--- config.mk ---
export PLATFORM = sky130hd
export DESIGN_NAME = dtp_down_timer
export DESIGN_NICKNAME = d
export VERILOG_FILES = /design/src/dtp_pkg.sv /design/src/dtp_presc_if.sv /design/src/dtp_prescaler.sv /design/src/dtp_down_timer.sv
export VERILOG_INCLUDE_DIRS = /design/src
export SDC_FILE = /design/constraint.sdc
export NUM_CORES = 1
export LEC_CHECK = 0
export BUFFER_PORTS_ARGS = -buffer_cell sky130_fd_sc_hd__buf_2
export CAP_MARGIN = 10
export CELL_PAD_IN_SITES_DETAIL_PLACEMENT = 0
export CELL_PAD_IN_SITES_GLOBAL_PLACEMENT = 2
export CORE_MARGIN = 2
export CORE_UTILIZATION = 36
export DETAILED_ROUTE_END_ITERATION = 6
export HOLD_SLACK_MARGIN = 0.03
export PLACE_DENSITY = 0.93
export SKIP_LAST_GASP = 1
export SLEW_MARGIN = 20
export SYNTH_ARGS = -nofsm -noshare
export SYNTH_HDL_FRONTEND = slang
export SYNTH_SLANG_ARGS = --single-unit
export TNS_END_PERCENT = 20
--- constraint.sdc ---
create_clock -name CLK_SYS -period 3.99 [get_ports CLK_SYS]
set_input_delay 0.399 -clock CLK_SYS [delete_from_list [all_inputs] [get_ports CLK_SYS]]
set_output_delay 0.399 -clock CLK_SYS [all_outputs]
set_load 0.03 [all_outputs]
--- src/dtp_defines.svh ---
/*
  Register indices, field positions and reset values of the down timer.
  Assumes inclusion by bare name from the timer design files.
*/
`ifndef DTP_DEFINES_SVH
`define DTP_DEFINES_SVH

// Register indices; byte address is four times the index
`define DTP_IDX_VALUE 4'h0
`define DTP_IDX_CTRL_A 4'h1
`define DTP_IDX_CTRL_B 4'h2
`define DTP_IDX_DUTY 4'h3
`define DTP_IDX_PSCV 4'h4
`define DTP_IDX_TONE 4'h5
`define DTP_IDX_STATUS 4'h6

// Control A fields
`define DTP_CA_RUN 0
`define DTP_CA_RELOAD 1
`define DTP_CA_ONESHOT 2
`define DTP_CA_PWM_AL 6
`define DTP_CA_PWM_EN 7

// Control B fields
`define DTP_CB_RATE_LSB 0
`define DTP_CB_PSC_N 3
`define DTP_CB_EDGE 4
`define DTP_CB_SOURCE 5

// Tone control fields
`define DTP_TONE_EN 7

// Reset values
`define DTP_RST_CTRL_A 8'h00
`define DTP_RST_CTRL_B 6'h3F
`define DTP_RST_TONE 5'h0F
`define DTP_RST_VALUE 8'hFF
`define DTP_RST_DUTY 8'h00
`define DTP_FULL 8'hFF
`define DTP_ZERO 8'h00

`endif

--- src/dtp_pkg.sv ---
/*
  Types shared by the down timer design files.
  Assumes nothing of its surroundings.
*/
package dtp_pkg;
  typedef enum logic [2:0] {
    DTP_ST_IDLE = 3'b001,
    DTP_ST_RUN = 3'b010,
    DTP_ST_HALT = 3'b100
  } dtp_state_t;
endpackage

--- src/dtp_presc_if.sv ---
/*
  Link between the timer core and its prescaler.
  Assumes both ends run on the same clock.
*/
`timescale 1ns/10ps
`default_nettype none
interface dtp_presc_if;
  logic src_tick;
  logic enable_n;
  logic [2:0] rate;
  logic [7:0] count;
  logic out_tick;
  modport core_end (output src_tick, output enable_n, output rate, input count, input out_tick);
  modport presc_end (input src_tick, input enable_n, input rate, output count, output out_tick);
endinterface
`default_nettype wire

--- src/dtp_prescaler.sv ---
/*
  Eight-stage prescaler with software readable count.
  Assumes one-cycle source ticks on the system clock.
*/
`timescale 1ns/10ps
`default_nettype none
module dtp_prescaler
  import dtp_pkg::*;
#(
  parameter int WIDTH = 8
)
(
  input wire logic clk_sys,
  input wire logic reset_n,
  dtp_presc_if.presc_end pif
);
  initial
  begin
    if (WIDTH != 8)
      $error("prescaler width must be 8");
  end

  logic [7:0] count_q;
  logic [7:0] mask;

  // Mask for divide by 2 up to 256
  assign mask = 8'((9'h002 << pif.rate) - 9'h001);

  always_ff @(posedge clk_sys)
  begin
    if (!reset_n)
      count_q <= 8'h00;
    else if (!pif.enable_n && pif.src_tick)
      count_q <= count_q + 8'h01;
  end

  assign pif.count = count_q;
  // Bypass passes every tick
  assign pif.out_tick = pif.src_tick &&
    (pif.enable_n || ((count_q & mask) == mask));
endmodule // dtp_prescaler
`default_nettype wire

--- src/dtp_down_timer.sv ---
/*
  Eight-bit down timer with prescaler, PWM and tone output on pin two.
  Assumes an APB master on CLK_SYS and an asynchronous external count pin.
*/
// The APB slave port was decided locally.
// Overview of operation
// - Free run, no reload: underflow loads 0xFF
// - Free run, reload: underflow loads reload value
// - One shot stops at underflow
// - Reload select ignored in one shot
// - Active low bit sets PWM polarity
// - PWM enable drives pin two, else tone enable, else GPIO
// - PWM active from duty match to underflow
// - Reload sets period, duty sets width
// - Duty register is write only
// - Rate codes divide by 2 to 256
// - Edge select picks falling or rising edge
// - Source select picks pin or instruction clock
// - Prescaler count readable
// - Tone codes 0-7 divide prescaler output
// - Tone codes 8-15 output timer bits
// - Value write loads reload and count
// - Underflow sets flag, software clears it
`timescale 1ns/10ps
`default_nettype none
`include "dtp_defines.svh"
module dtp_down_timer
  import dtp_pkg::*;
#(
  parameter int INST_DIV = 2
)
(
  input wire logic CLK_SYS,
  input wire logic RESET_N,
  input wire logic PSEL,
  input wire logic PENABLE,
  input wire logic PWRITE,
  input wire logic [7:0] PADDR,
  input wire logic [31:0] PWDATA,
  output logic [31:0] PRDATA,
  output logic PREADY,
  output logic PSLVERR,
  input wire logic EXT_COUNT_INPUT,
  input wire logic GPIO_PIN_TWO_O,
  input wire logic GPIO_PIN_TWO_OE_N,
  output logic PORT_B_PIN_TWO_O,
  output logic PORT_B_PIN_TWO_OE_N,
  output logic UNDERFLOW_FLAG
);
  initial
  begin
    if (INST_DIV < 1 || INST_DIV > 256)
      $error("INST_DIV out of range");
  end

  dtp_presc_if pif ();

  logic ext_meta_q;
  logic ext_sync_q;
  logic ext_prev_q;
  logic [7:0] inst_cnt_q;
  logic inst_tick;
  logic src_tick;
  logic ext_rise;
  logic ext_fall;
  logic [7:0] value_q;
  logic [7:0] value_d;
  logic [7:0] reload_q;
  logic [7:0] duty_q;
  logic [7:0] buzz_cnt_q;
  logic run_en_q;
  logic reload_sel_q;
  logic oneshot_q;
  logic pwm_al_q;
  logic pwm_en_q;
  logic [2:0] rate_q;
  logic psc_n_q;
  logic edge_sel_q;
  logic src_sel_q;
  logic tone_en_q;
  logic [3:0] tone_rate_q;
  logic uf_flag_q;
  logic pwm_act_q;
  logic pwm_level;
  logic pin_o_q;
  logic pin_oe_n_q;
  logic [31:0] prdata_q;
  logic slverr_q;
  logic underflow;
  logic tone_lvl;
  logic wr;
  logic rd_setup;
  logic mapped;
  logic [3:0] idx;
  logic [7:0] rd_val;
  dtp_state_t state_q;
  dtp_state_t state_d;

  // Bus decode
  assign idx = PADDR[5:2];
  assign mapped = (PADDR[7:6] == 2'h0) && (PADDR[1:0] == 2'h0) &&
    (idx <= `DTP_IDX_STATUS);
  assign wr = PSEL && PENABLE && PWRITE && mapped;
  assign rd_setup = PSEL && !PENABLE && !PWRITE;
  assign PREADY = 1'b1;
  assign PRDATA = prdata_q;
  assign PSLVERR = slverr_q && PSEL && PENABLE;

  // External pin synchroniser
  always_ff @(posedge CLK_SYS)
  begin
    if (!RESET_N)
    begin
      ext_meta_q <= 1'b0;
      ext_sync_q <= 1'b0;
      ext_prev_q <= 1'b0;
    end
    else
    begin
      ext_meta_q <= EXT_COUNT_INPUT;
      ext_sync_q <= ext_meta_q;
      ext_prev_q <= ext_sync_q;
    end
  end

  assign ext_rise = ext_sync_q && !ext_prev_q;
  assign ext_fall = !ext_sync_q && ext_prev_q;

  // Instruction clock enable
  always_ff @(posedge CLK_SYS)
  begin
    if (!RESET_N)
      inst_cnt_q <= 8'h00;
    else if (inst_tick)
      inst_cnt_q <= 8'h00;
    else
      inst_cnt_q <= inst_cnt_q + 8'h01;
  end

  assign inst_tick = (inst_cnt_q == 8'(INST_DIV - 1));

  // Source and edge choice
  always_comb
  begin
    if (src_sel_q)
      src_tick = edge_sel_q ? ext_fall : ext_rise;
    else
      src_tick = inst_tick;
  end

  assign pif.src_tick = src_tick;
  assign pif.enable_n = psc_n_q;
  assign pif.rate = rate_q;

  dtp_prescaler #(
    .WIDTH(8)
  ) u_presc (
    .clk_sys(CLK_SYS),
    .reset_n(RESET_N),
    .pif(pif)
  );

  // Control registers
  always_ff @(posedge CLK_SYS)
  begin
    if (!RESET_N)
    begin
      {pwm_en_q, pwm_al_q} <= 2'h0;
      {oneshot_q, reload_sel_q, run_en_q} <= 3'h0;
      {src_sel_q, edge_sel_q, psc_n_q, rate_q} <= `DTP_RST_CTRL_B;
      {tone_en_q, tone_rate_q} <= `DTP_RST_TONE;
      duty_q <= `DTP_RST_DUTY;
    end
    else if (wr)
    begin
      case (idx)
        `DTP_IDX_CTRL_A:
        begin
          pwm_en_q <= PWDATA[`DTP_CA_PWM_EN];
          pwm_al_q <= PWDATA[`DTP_CA_PWM_AL];
          oneshot_q <= PWDATA[`DTP_CA_ONESHOT];
          reload_sel_q <= PWDATA[`DTP_CA_RELOAD];
          run_en_q <= PWDATA[`DTP_CA_RUN];
        end
        `DTP_IDX_CTRL_B:
        begin
          src_sel_q <= PWDATA[`DTP_CB_SOURCE];
          edge_sel_q <= PWDATA[`DTP_CB_EDGE];
          psc_n_q <= PWDATA[`DTP_CB_PSC_N];
          rate_q <= PWDATA[`DTP_CB_RATE_LSB +: 3];
        end
        `DTP_IDX_DUTY:
          duty_q <= PWDATA[7:0];
        `DTP_IDX_TONE:
        begin
          tone_en_q <= PWDATA[`DTP_TONE_EN];
          tone_rate_q <= PWDATA[3:0];
        end
        default:
        begin
        end
      endcase
    end
  end

  // Run state
  always_comb
  begin
    state_d = state_q;
    case (state_q)
      DTP_ST_IDLE:
        if (run_en_q)
          state_d = DTP_ST_RUN;
      DTP_ST_RUN:
        if (!run_en_q)
          state_d = DTP_ST_IDLE;
        else if (underflow && oneshot_q)
          state_d = DTP_ST_HALT;
      DTP_ST_HALT:
        if (!run_en_q || (wr && idx == `DTP_IDX_VALUE))
          state_d = DTP_ST_IDLE;
      default:
        state_d = DTP_ST_IDLE;
    endcase
  end

  always_ff @(posedge CLK_SYS)
  begin
    if (!RESET_N)
      state_q <= DTP_ST_IDLE;
    else
      state_q <= state_d;
  end

  assign underflow = (state_q == DTP_ST_RUN) && run_en_q && pif.out_tick &&
    (value_q == `DTP_ZERO);

  // Down counter
  always_comb
  begin
    value_d = value_q;
    if (wr && idx == `DTP_IDX_VALUE)
      value_d = PWDATA[7:0];
    else if (underflow)
    begin
      if (oneshot_q)
        value_d = `DTP_ZERO;
      else if (reload_sel_q)
        value_d = reload_q;
      else
        value_d = `DTP_FULL;
    end
    else if (state_q == DTP_ST_RUN && run_en_q && pif.out_tick)
      value_d = value_q - 8'h01;
  end

  always_ff @(posedge CLK_SYS)
  begin
    if (!RESET_N)
    begin
      value_q <= `DTP_RST_VALUE;
      reload_q <= `DTP_RST_VALUE;
    end
    else
    begin
      value_q <= value_d;
      if (wr && idx == `DTP_IDX_VALUE)
        reload_q <= PWDATA[7:0];
    end
  end

  // Underflow flag, set wins over clear
  always_ff @(posedge CLK_SYS)
  begin
    if (!RESET_N)
      uf_flag_q <= 1'b0;
    else if (underflow)
      uf_flag_q <= 1'b1;
    else if (wr && idx == `DTP_IDX_STATUS && PWDATA[0])
      uf_flag_q <= 1'b0;
  end

  assign UNDERFLOW_FLAG = uf_flag_q;

  // PWM active phase
  always_ff @(posedge CLK_SYS)
  begin
    if (!RESET_N)
      pwm_act_q <= 1'b0;
    else if (state_q != DTP_ST_RUN || underflow)
      pwm_act_q <= 1'b0;
    else if (value_q == duty_q)
      pwm_act_q <= 1'b1;
  end

  // Active already in the matching cycle
  assign pwm_level = pwm_act_q || (state_q == DTP_ST_RUN && value_q == duty_q);

  // Tone divider on prescaler output
  always_ff @(posedge CLK_SYS)
  begin
    if (!RESET_N)
      buzz_cnt_q <= 8'h00;
    else if (pif.out_tick)
      buzz_cnt_q <= buzz_cnt_q + 8'h01;
  end

  assign tone_lvl = tone_rate_q[3] ? value_q[tone_rate_q[2:0]]
    : buzz_cnt_q[tone_rate_q[2:0]];

  // Pin two drive
  always_ff @(posedge CLK_SYS)
  begin
    if (!RESET_N)
    begin
      pin_o_q <= 1'b0;
      pin_oe_n_q <= 1'b1;
    end
    else if (pwm_en_q)
    begin
      pin_o_q <= pwm_level ^ pwm_al_q;
      pin_oe_n_q <= 1'b0;
    end
    else if (tone_en_q)
    begin
      pin_o_q <= tone_lvl;
      pin_oe_n_q <= 1'b0;
    end
    else
    begin
      pin_o_q <= GPIO_PIN_TWO_O;
      pin_oe_n_q <= GPIO_PIN_TWO_OE_N;
    end
  end

  assign PORT_B_PIN_TWO_O = pin_o_q;
  assign PORT_B_PIN_TWO_OE_N = pin_oe_n_q;

  // Read data, captured in the setup cycle
  always_comb
  begin
    case (idx)
      `DTP_IDX_VALUE: rd_val = value_q;
      `DTP_IDX_CTRL_A: rd_val = {5'h00, oneshot_q, reload_sel_q, run_en_q};
      `DTP_IDX_CTRL_B: rd_val = {2'h0, src_sel_q, edge_sel_q, psc_n_q, rate_q};
      `DTP_IDX_PSCV: rd_val = pif.count;
      `DTP_IDX_STATUS: rd_val = {7'h00, uf_flag_q};
      default: rd_val = 8'h00;
    endcase
  end

  always_ff @(posedge CLK_SYS)
  begin
    if (!RESET_N)
    begin
      prdata_q <= 32'h0000_0000;
      slverr_q <= 1'b0;
    end
    else if (PSEL && !PENABLE)
    begin
      prdata_q <= (rd_setup && mapped) ? {24'h00_0000, rd_val} : 32'h0000_0000;
      slverr_q <= !mapped;
    end
  end
endmodule // dtp_down_timer
`default_nettype wire

==> results.py, run 1 <==
metrics = {
    "final_layout": {
        "final_common_cell": "dfxtp_1",
        "antennaDiodeCount": 0,
        "n_fill_cell": 1241,
        "layout-drive-gt1-share": 0.126,
        "area_growth_pct": 11.0,
        "final_nets": 587,
        "final_cell_mix": "dfxtp_1, nand2_1, buf_2",
    },
    "detailed_routing": {
        "wl_per_cell_um": 15.2,
        "drt-initial-drc-count": 255,
        "route.detailed.drc": 0,
        "totalWireLength_um": 10700,
        "final_antenna_net_count": 0,
        "dr.pass1.iters": 4,
        "avgViaCountPerCell": 5.04,
        "vias": 3555,
    },
    "critical_path": {
        "endpoint_kind": "flip-flop",
        "cp.required_ns": 4.26,
        "critPathMaxStageDelay_ns": 0.56,
        "r2r-end": "state_q[2]$_SDFFE_PN0P_",
        "r2r_cells": 6,
        "cp-startpoint": "u_presc.pif.count[2]$_SDFFE_PN0P_",
        "critPathKind": "reg -> reg",
        "cp_top_family": "simple AND/OR/NAND/NOR gates",
        "crit_path_max_fanout": 7,
        "r2r_slack_ns": 1.62,
        "crit_end": "state_q[2]$_SDFFE_PN0P_",
        "cp_num_buf_inv": 0,
        "cp_slowest_cell": "o41a_1",
        "arrival_ns": 2.64,
        "crit_chain": "and4_1 -> o21ai_1 -> o41a_1 -> nor3_4 -> a31oi_2 -> nor4_2",
        "cp.depth": 6,
        "r2r-start": "u_presc.pif.count[2]$_SDFFE_PN0P_",
        "cp-start-kind": "flip-flop",
    },
    "logic_synthesis": {
        "ys_ff_latch": 83,
        "netlist_instances": 515,
        "syn_area_per_cell_um2": 8.76,
        "synthDistinctLibCells": 66,
        "yosys.area.top_type": "dfxtp_1",
        "synth_ff_type": "dfxtp_1",
        "synth_top_cell_area_share": 0.368,
        "yosys-top-cells-area": "dfxtp_1, mux2i_1, xnor2_1",
        "synth.yosys.warnings": 0,
        "synth_seq_area_share": 0.368,
        "synth_area_um2": 4510,
        "synth_edf_count": 0,
        "synthArstFlopShare": 0,
    },
    "sta": {
        "period_share": 0.595,
        "setup_viol": 0,
        "drv_slew": 0,
        "rsz0062_at_grt": "no",
        "worst_slew_pin_slew_ns": 1.00,
        "period_minus_slack_ns": 2.37,
        "fmax_ghz": 0.421,
        "tns_ns": 0,
        "skew_ns": 0.00963,
        "slew_headroom": 0.324,
        "hold_viol": 0,
    },
    "clock_tree": {
        "cts_buffer_depth": 2,
        "tritoncts": "done",
        "cts-root-buf": "clkbuf_16",
        "cts.sinks": 83,
        "cts_resized": 0,
        "htreeDepth": 3,
        "post_cts_buffers": 0,
        "worstSkewPairLatency_ns": 0.35,
        "cts_buffers": 9,
        "ctsHoldBuffers": 0,
        "path_clk_slew_ns": 0.07,
    },
    "floorplanning": {
        "dieArea_um2": 13400,
        "design.core.area_um2": 12100,
        "ios": 85,
        "initial_core_util": 0.372,
        "die_w_um": 116,
        "num_rows": 40,
        "die_h_um": 116,
    },
    "placed_design": {
        "dpl.hpwl_um": 7570,
        "place.port_buffers": 35,
        "gp_congestion": 0.846,
    },
    "power": {
        "powerDensity_nw_per_um2": 370,
        "power_mw": 1.85,
        "leakage_nw": 2.05,
        "peakVddDrop_uv": 202,
    },
    "status": {
        "status": "finished clean",
    },
    "grt": {
        "grt_pass1_vias": 3429,
        "grt_max_degree": 35,
        "antenna_found_initial": 0,
        "grt_use_total": 0.171,
        "grt_pass1_wl_um": 17500,
        "overflow": 0,
    },
    "run": {
        "drv_cap": 0,
    },
    "worst_hold_path": {
        "hp-class": "in -> reg",
    },
}
logic make-up (layout without fill, tap and decap cells):
family,Yosys count,count (layout),synth area share
AO/OA/AOI/OAI,98,98,0.142
XOR/XNOR,30,30,0.0583
AND/OR/NAND/NOR,194,194,0.246
multiplexers,34,34,0.0868
adder cells (fa/ha/maj),6,6,0.0166
other,2,25,0.00167
flip-flops,83,83,0.368
buffers and inverters,68,68,0.0805
where the power goes:
group	switching [mW]	internal, mW	total [mW]	leakage [nW]
logic	0.0811	0.0318	0.113	1.23
clock network	0.350	0.549	0.899	0.149
registers	0.00655	0.836	0.842	0.671
total	0.438	1.42	1.85	2.05
sequential cells by signal, summed over array words and instances (netlist names), 3 cells and up:
signal and cells:
inst_cnt_q 8, reload_q 8, buzz_cnt_q 8, pif.rate 3, state_q 3, PRDATA 8, tone_rate_q 4, u_presc.pif.count 8
value_q 8, duty_q 8
final cells by class:
cell class,instances,area (µm²),share of cell area
Clock buffer,10,229,0.0457
Tap cell,168,210,0.0420
Clock inverter,6,88.8,0.0177
Multi-Input combinational cell,387,2570,0.513
Sequential cell,83,1660,0.332
Inverter,15,56.3,0.0112
Timing Repair Buffer,37,190,0.0380
synth_stat cells (3+ instances only):
library cell / number
dfxtp_1: 83
nand2_1: 39
nor2_1: 32
mux2i_1: 29
and2_1: 27
buf_4: 25
nor2b_1: 25
a21oi_1: 23
clkbuf_1: 22
o21ai_0: 22
xnor2_1: 22
inv_1: 15
nand3_1: 13
xor2_1: 8
a21boi_0: 7
nand4_1: 7
nor3_1: 7
ha_1: 6
nor3b_1: 6
nor4_1: 6
o211ai_1: 6
o21ai_1: 6
a22oi_1: 5
buf_2: 5
nand2b_1: 5
a31oi_1: 4
mux4_2: 4
a211oi_1: 3
a222oi_1: 3
and3_1: 3
nand4b_1: 3
o31ai_1: 3
layer usage:
metal | GRT usage | vias to the layer above | wire, µm
li1 | - | 1789 | -
met1 | 0.225 | 1661 | 5080
met2 | 0.266 | 88 | 4740
met3 | 0.0445 | 17 | 663
met4 | 0.0706 | 0 | 260
met5 | 0 | - | 0
through the flow:
step / instances / hold slack (ns) / utilization / area [µm²] / worst slack, ns
6_report: 706 / 0.243 / 0.413 / 5010 / 1.62
5_1_grt: 706 / 0.259 / 0.413 / 5010 / 1.45
4_1_cts: 706 / 0.237 / 0.413 / 5010 / 1.62
3_5_place_dp: 690 / 0.434 / 0.387 / 4690 / 1.38
3_3_place_gp: 690 / 0.423 / 0.387 / 4690 / 1.41
2_1_floorplan: 538 / 0.412 / - / 4600 / 1.84
how the worst min path moves through the flow:
stage | from | to | cells after the start
after CTS | GPIO_PIN_TWO_OE_N | PORT_B_PIN_TWO_OE_N$_SDFF_PN1_ | 3
final | GPIO_PIN_TWO_OE_N | PORT_B_PIN_TWO_OE_N$_SDFF_PN1_ | 3
after global placement | ext_meta_q$_SDFF_PN0_ | ext_sync_q$_SDFF_PN0_ | 1
after detailed placement | ext_meta_q$_SDFF_PN0_ | ext_sync_q$_SDFF_PN0_ | 1
after floorplan | ext_meta_q$_SDFF_PN0_ | ext_sync_q$_SDFF_PN0_ | 1
after global routing | GPIO_PIN_TWO_OE_N | PORT_B_PIN_TWO_OE_N$_SDFF_PN1_ | 3
worst reg2reg max path, delay by kind of cell, from the launching register on:
kind            cells  cell delay (ns)
simple gates        3             0.99
compound gates      3             0.84
flops               1             0.47
Power figures use the tool's default switching activity.
==> run 2: changes to the inputs <==
--- a/config.mk
+++ b/config.mk
@@ -11,10 +11,10 @@
 export CELL_PAD_IN_SITES_DETAIL_PLACEMENT = 0
 export CELL_PAD_IN_SITES_GLOBAL_PLACEMENT = 2
 export CORE_MARGIN = 2
-export CORE_UTILIZATION = 36
+export CORE_UTILIZATION = 33
 export DETAILED_ROUTE_END_ITERATION = 6
 export HOLD_SLACK_MARGIN = 0.03
-export PLACE_DENSITY = 0.93
+export PLACE_DENSITY = 0.87
 export SKIP_LAST_GASP = 1
 export SLEW_MARGIN = 20
 export SYNTH_ARGS = -nofsm -noshare
==> constraint.sdc (replaced) <==
create_clock -name CLK_SYS -period 2.3 [get_ports CLK_SYS]
set_input_delay 0.23 -clock CLK_SYS [delete_from_list [all_inputs] [get_ports CLK_SYS]]
set_output_delay 0.23 -clock CLK_SYS [all_outputs]
set_load 0.03 [all_outputs]
==> results.py, run 2 (synthesis results as in run 1) <==
metrics = {
    "run": {
        "drv_cap": 0,
    },
    "placed_design": {
        "gp_congestion": 0.844,
        "place.port_buffers": 35,
        "dpl.hpwl_um": 8300,
    },
    "clock_tree": {
        "tritoncts": "done",
        "cts_buffers": 9,
        "ctsHoldBuffers": 0,
        "worstSkewPairLatency_ns": 0.34,
        "cts_buffer_depth": 2,
        "cts.sinks": 83,
        "cts_resized": 0,
        "htreeDepth": 3,
        "post_cts_buffers": 0,
        "cts-root-buf": "clkbuf_16",
        "path_clk_slew_ns": 0.06,
    },
    "detailed_routing": {
        "totalWireLength_um": 11500,
        "final_antenna_net_count": 0,
        "avgViaCountPerCell": 5.10,
        "dr.pass1.iters": 4,
        "wl_per_cell_um": 15.4,
        "vias": 3803,
        "route.detailed.drc": 0,
        "drt-initial-drc-count": 251,
    },
    "final_layout": {
        "final_common_cell": "dfxtp_1",
        "final_cell_mix": "dfxtp_1, nand2_1, buf_2",
        "final_nets": 620,
        "layout-drive-gt1-share": 0.174,
        "n_fill_cell": 1369,
        "area_growth_pct": 15.6,
        "antennaDiodeCount": 0,
        "post-route-util": 0.392,
    },
    "critical_path": {
        "critPathKind": "reg -> reg",
        "critPathMaxStageDelay_ns": 0.47,
        "endpoint_kind": "flip-flop",
        "cp_slowest_cell": "or4b_1",
        "cp-startpoint": "inst_cnt_q[1]$_SDFF_PP0_",
        "crit_end": "value_q[4]$_SDFFE_PN1P_",
        "r2r_cells": 9,
        "r2r-end": "value_q[4]$_SDFFE_PN1P_",
        "r2r_slack_ns": 0.15,
        "cp-start-kind": "flip-flop",
        "crit_chain": "inv_1 -> ha_1 -> or4b_1 -> nand2b_4 -> and2_4 -> nor3_4 -> buf_6 -> mux2i_1 -> o21ai_1",
        "cp.required_ns": 2.52,
        "crit_path_max_fanout": 9,
        "r2r-start": "inst_cnt_q[1]$_SDFF_PP0_",
        "arrival_ns": 2.37,
    },
    "floorplanning": {
        "die_h_um": 121,
        "dieArea_um2": 14600,
        "design.core.area_um2": 13300,
        "ios": 85,
        "die_w_um": 121,
        "num_rows": 42,
        "initial_core_util": 0.339,
    },
    "sta": {
        "period_minus_slack_ns": 2.15,
        "skew_ns": 0.00850,
        "hold_viol": 0,
        "period_share": 0.935,
        "tns_ns": 0,
        "rsz0062_at_grt": "no",
        "setup_viol": 0,
        "drv_slew": 0,
        "fmax_ghz": 0.465,
    },
    "power": {
        "intPower_mw": 2.27,
        "swShare": 0.240,
        "seqPwrFrac": 0.490,
        "power.switching_mw": 0.716,
        "peakVddDrop_uv": 325,
        "leakage_nw": 2.19,
        "powerDensity_nw_per_um2": 572,
        "comb_power_share": 0.070,
        "power.share.clock": 0.440,
    },
    "grt": {
        "grt_use_total": 0.166,
        "grt_pass1_wl_um": 18700,
        "overflow": 0,
        "grt_pass1_vias": 3610,
        "antenna_found_initial": 0,
        "grt_max_degree": 28,
    },
    "worst_hold_path": {
        "hp-class": "in -> reg",
    },
    "status": {
        "status": "finished clean",
    },
}
## run 2: final cells by class
class	count	area, µm²	area share
tap	176	220	0.0422
sequential	83	1660	0.319
clock inverter	3	15.0	0.00288
timing repair buffer	70	442	0.0847
inverter	15	56.3	0.0108
clock buffer	12	246	0.0473
multi-input combinational	387	2570	0.493
## run 2: metrics by stage
stage          hold slack (ns)  power, mW  worst slack, ns  area [µm²]  instances
2_1_floorplan            0.337       1.66            0.152        4600        538
3_3_place_gp             0.418       1.70            0.159        4950        731
3_5_place_dp             0.423       1.70           0.0700        4950        731
4_1_cts                 0.0693       3.03           0.0577        5210        746
5_1_grt                 0.0941       3.11           0.0369        5210        746
6_report                0.0791       2.98            0.149        5210        746
## run 2: worst min-delay path by stage
stage,from,endpoint,slack [ns],cells after the start
detailed placement,ext_meta_q$_SDFF_PN0_,ext_sync_q$_SDFF_PN0_,0.42,1
global placement,ext_meta_q$_SDFF_PN0_,ext_sync_q$_SDFF_PN0_,0.42,1
floorplan,GPIO_PIN_TWO_OE_N,PORT_B_PIN_TWO_OE_N$_SDFF_PN1_,0.34,2
finish,GPIO_PIN_TWO_OE_N,PORT_B_PIN_TWO_OE_N$_SDFF_PN1_,0.08,3
global route,EXT_COUNT_INPUT,ext_meta_q$_SDFF_PN0_,0.09,2
CTS,GPIO_PIN_TWO_OE_N,PORT_B_PIN_TWO_OE_N$_SDFF_PN1_,0.07,3
## run 2: power by group through the flow
stage | clock network, mW | logic (mW) | registers, mW
detailed placement | 0 | 0.210 | 1.49
floorplan | 0 | 0.169 | 1.50
CTS | 1.36 | 0.211 | 1.46
global route | 1.42 | 0.229 | 1.46
global placement | 0 | 0.208 | 1.49
finish | 1.31 | 0.210 | 1.46
## run 2: critical path: cells and delay by family (launching register included)
kind	cells	cell delay [ns]
adder cells (fa/ha/maj)	1	0.13
buffers and inverters	2	0.23
multiplexers	1	0.23
AO/OA/AOI/OAI	1	0.09
flip-flops	1	0.33
AND/OR/NAND/NOR	4	1.02
## run 2: per-layer routing
metal  share of wire  up-vias  GRT usage
li1                -     1853          -
met1            0.46     1872      0.212
met2            0.49       63      0.276
met3           0.037       15     0.0376
met4           0.014        0     0.0552
met5               0        -          0
==> run 3: changes to the inputs <==
--- a/config.mk
+++ b/config.mk
@@ -6,15 +6,16 @@
 export SDC_FILE = /design/constraint.sdc
 export NUM_CORES = 1
 export LEC_CHECK = 0
+export ABC_AREA = 1
 export BUFFER_PORTS_ARGS = -buffer_cell sky130_fd_sc_hd__buf_2
 export CAP_MARGIN = 10
 export CELL_PAD_IN_SITES_DETAIL_PLACEMENT = 0
 export CELL_PAD_IN_SITES_GLOBAL_PLACEMENT = 2
 export CORE_MARGIN = 2
-export CORE_UTILIZATION = 33
+export CORE_UTILIZATION = 31
 export DETAILED_ROUTE_END_ITERATION = 6
 export HOLD_SLACK_MARGIN = 0.03
-export PLACE_DENSITY = 0.87
+export PLACE_DENSITY = 0.88
 export SKIP_LAST_GASP = 1
 export SLEW_MARGIN = 20
 export SYNTH_ARGS = -nofsm -noshare
==> results.py, run 3 <==
metrics = {
    "power": {
        "seqPwrFrac": 0.462,
        "power.switching_mw": 0.734,
        "powerDensity_nw_per_um2": 631,
        "comb_power_share": 0.062,
        "swShare": 0.232,
        "peakVddDrop_uv": 398,
        "leakage_nw": 2.35,
        "power_mw": 3.16,
        "power.share.clock": 0.476,
        "intPower_mw": 2.43,
    },
    "logic_synthesis": {
        "yosys.area.top_type": "dfxtp_1",
        "ys_top_cells_by_count": "nand2_1, inv_1, dfxtp_1",
        "synth_top_cell_area_share": 0.374,
        "netlist_instances": 626,
        "synth.yosys.warnings": 0,
        "synth.most_common_cell": "nand2_1",
        "synth_ff_type": "dfxtp_1",
        "syn_area_per_cell_um2": 7.10,
        "yosys-top-cells-area": "dfxtp_1, nand2_1, inv_1",
        "synth_seq_area_share": 0.374,
        "synth_edf_count": 0,
        "synth_area_um2": 4440,
        "ys_ff_latch": 83,
        "synthArstFlopShare": 0,
        "synthDistinctLibCells": 45,
    },
    "detailed_routing": {
        "final_antenna_net_count": 0,
        "route.detailed.drc": 0,
        "totalWireLength_um": 11300,
        "avgViaCountPerCell": 4.64,
        "wl_per_cell_um": 13.3,
        "dr.pass1.iters": 4,
        "vias": 3927,
        "drt-initial-drc-count": 322,
    },
    "sta": {
        "slew_headroom": 0.395,
        "period_share": 0.806,
        "hold_viol": 0,
        "worst_slew_pin_slew_ns": 0.906,
        "tns_ns": 0,
        "skew_ns": 0.00703,
        "drv_slew": 0,
        "rsz0062_at_grt": "no",
        "setup_viol": 0,
        "fmax_ghz": 0.539,
        "period_minus_slack_ns": 1.85,
        "hold_ws_ns": 0.0698,
    },
    "clock_tree": {
        "cts_buffers": 9,
        "cts_buffer_depth": 2,
        "worstSkewPairLatency_ns": 0.35,
        "post_cts_buffers": 0,
        "cts-root-buf": "clkbuf_16",
        "ctsHoldBuffers": 0,
        "path_clk_slew_ns": 0.06,
        "cts.sinks": 83,
        "cts_resized": 0,
        "tritoncts": "done",
        "htreeDepth": 3,
    },
    "worst_hold_path": {
        "hp-start": "EXT_COUNT_INPUT",
        "whs_path_depth": 3,
        "whs_endpoint": "ext_meta_q$_SDFF_PN0_",
        "hp-class": "in -> reg",
    },
    "critical_path": {
        "r2r_cells": 9,
        "cp-start-kind": "flip-flop",
        "crit_path_max_fanout": 8,
        "r2r_slack_ns": 0.45,
        "critPathKind": "reg -> reg",
        "cp.required_ns": 2.54,
        "r2r-start": "inst_cnt_q[0]$_SDFF_PP0_",
        "endpoint_kind": "flip-flop",
        "r2r-end": "value_q[6]$_SDFFE_PN1P_",
        "arrival_ns": 2.09,
    },
    "final_layout": {
        "antennaDiodeCount": 0,
        "layout-drive-gt1-share": 0.126,
        "final_cell_mix": "nand2_1, inv_1, dfxtp_1",
        "instances_no_fill": 846,
        "area_growth_pct": 12.8,
        "final_common_cell": "nand2_1",
        "final_nets": 715,
    },
    "floorplanning": {
        "die_h_um": 124,
        "dieArea_um2": 15300,
        "initial_core_util": 0.319,
        "design.core.area_um2": 13900,
        "ios": 85,
        "die_w_um": 124,
        "num_rows": 43,
    },
    "grt": {
        "grt_pass1_vias": 3585,
        "grt_use_total": 0.156,
        "antenna_found_initial": 0,
        "grt_max_degree": 46,
        "overflow": 0,
        "grt_pass1_wl_um": 18200,
    },
    "run": {
        "drv_cap": 0,
    },
    "placed_design": {
        "dpl.hpwl_um": 8390,
        "place.port_buffers": 35,
        "dp_cells": 830,
        "gp_congestion": 0.841,
    },
    "status": {
        "status": "finished clean",
    },
}
-- run 3: final cells by class --
type	count	area [µm²]
fillers	1505	8920
multi-input cells	423	2200
clock buffers	15	278
well taps	180	225
clock inverters	1	30.0
repair buffers	42	228
inverters	102	385
flip-flops and latches	83	1660
-- run 3: worst max-delay path, cell delays in order, from the launching register on --
cell      delay [ns]
dfxtp_1         0.38
ha_1            0.18
nand4_2         0.16
o21ai_4         0.27
nand2_2         0.18
clkinv_2        0.14
nand2_2         0.16
nand3_1         0.11
nand2_1         0.05
o21bai_1        0.14
-- run 3: how the worst max path moves through the flow --
stage | from | end | slack [ns] | depth (start not counted)
floorplan | value_q[0]$_SDFFE_PN1P_ | value_q[5]$_SDFFE_PN1P_ | 0.70 | 8
global placement | PADDR[4] | value_q[5]$_SDFFE_PN1P_ | 0.39 | 11
detailed placement | PADDR[4] | value_q[4]$_SDFFE_PN1P_ | 0.39 | 11
CTS | inst_cnt_q[0]$_SDFF_PP0_ | value_q[6]$_SDFFE_PN1P_ | 0.43 | 9
global route | u_presc.pif.count[2]$_SDFFE_PN0P_ | value_q[6]$_SDFFE_PN1P_ | 0.25 | 12
finish | inst_cnt_q[0]$_SDFF_PP0_ | value_q[6]$_SDFFE_PN1P_ | 0.45 | 9
-- run 3: per-layer routing --
metal  GRT usage  vias up  routed length [µm]
met5           0        -                   0
met4      0.0746        0                 126
met2       0.246       67                5230
met3      0.0261        8                 441
met1       0.208     1794                5470
li1            -     2058                   -
-- run 3: kinds of logic (layout without fill, tap and decap cells) --
logic type | count (synthesis) | in the layout | synth area share
XOR/XNOR | 10 | 10 | 0.0197
adder cells (fa/ha/maj) | 6 | 6 | 0.0169
AO/OA/AOI/OAI | 142 | 142 | 0.191
flip-flops | 83 | 83 | 0.374
AND/OR/NAND/NOR | 240 | 240 | 0.248
buffers and inverters | 143 | 160 | 0.149
other | 2 | 25 | 0.00169
-- run 3: power groups by stage --
stage               registers [mW]  logic [mW]  clock network, mW
detailed placement            1.49       0.198                  0
global route                  1.46       0.221               1.62
global placement              1.49       0.197                  0
floorplan                     1.49       0.172                  0
finish                        1.46       0.198               1.50
CTS                           1.46       0.199               1.55
-- run 3: through the flow --
stage | area (µm²) | utilization | setup slack [ns]
floorplan | 4530 | - | 0.698
global placement | 4700 | 0.338 | 0.391
finish | 5010 | 0.360 | 0.446
CTS | 5010 | 0.360 | 0.428
detailed placement | 4700 | 0.338 | 0.393
global route | 5010 | 0.360 | 0.248
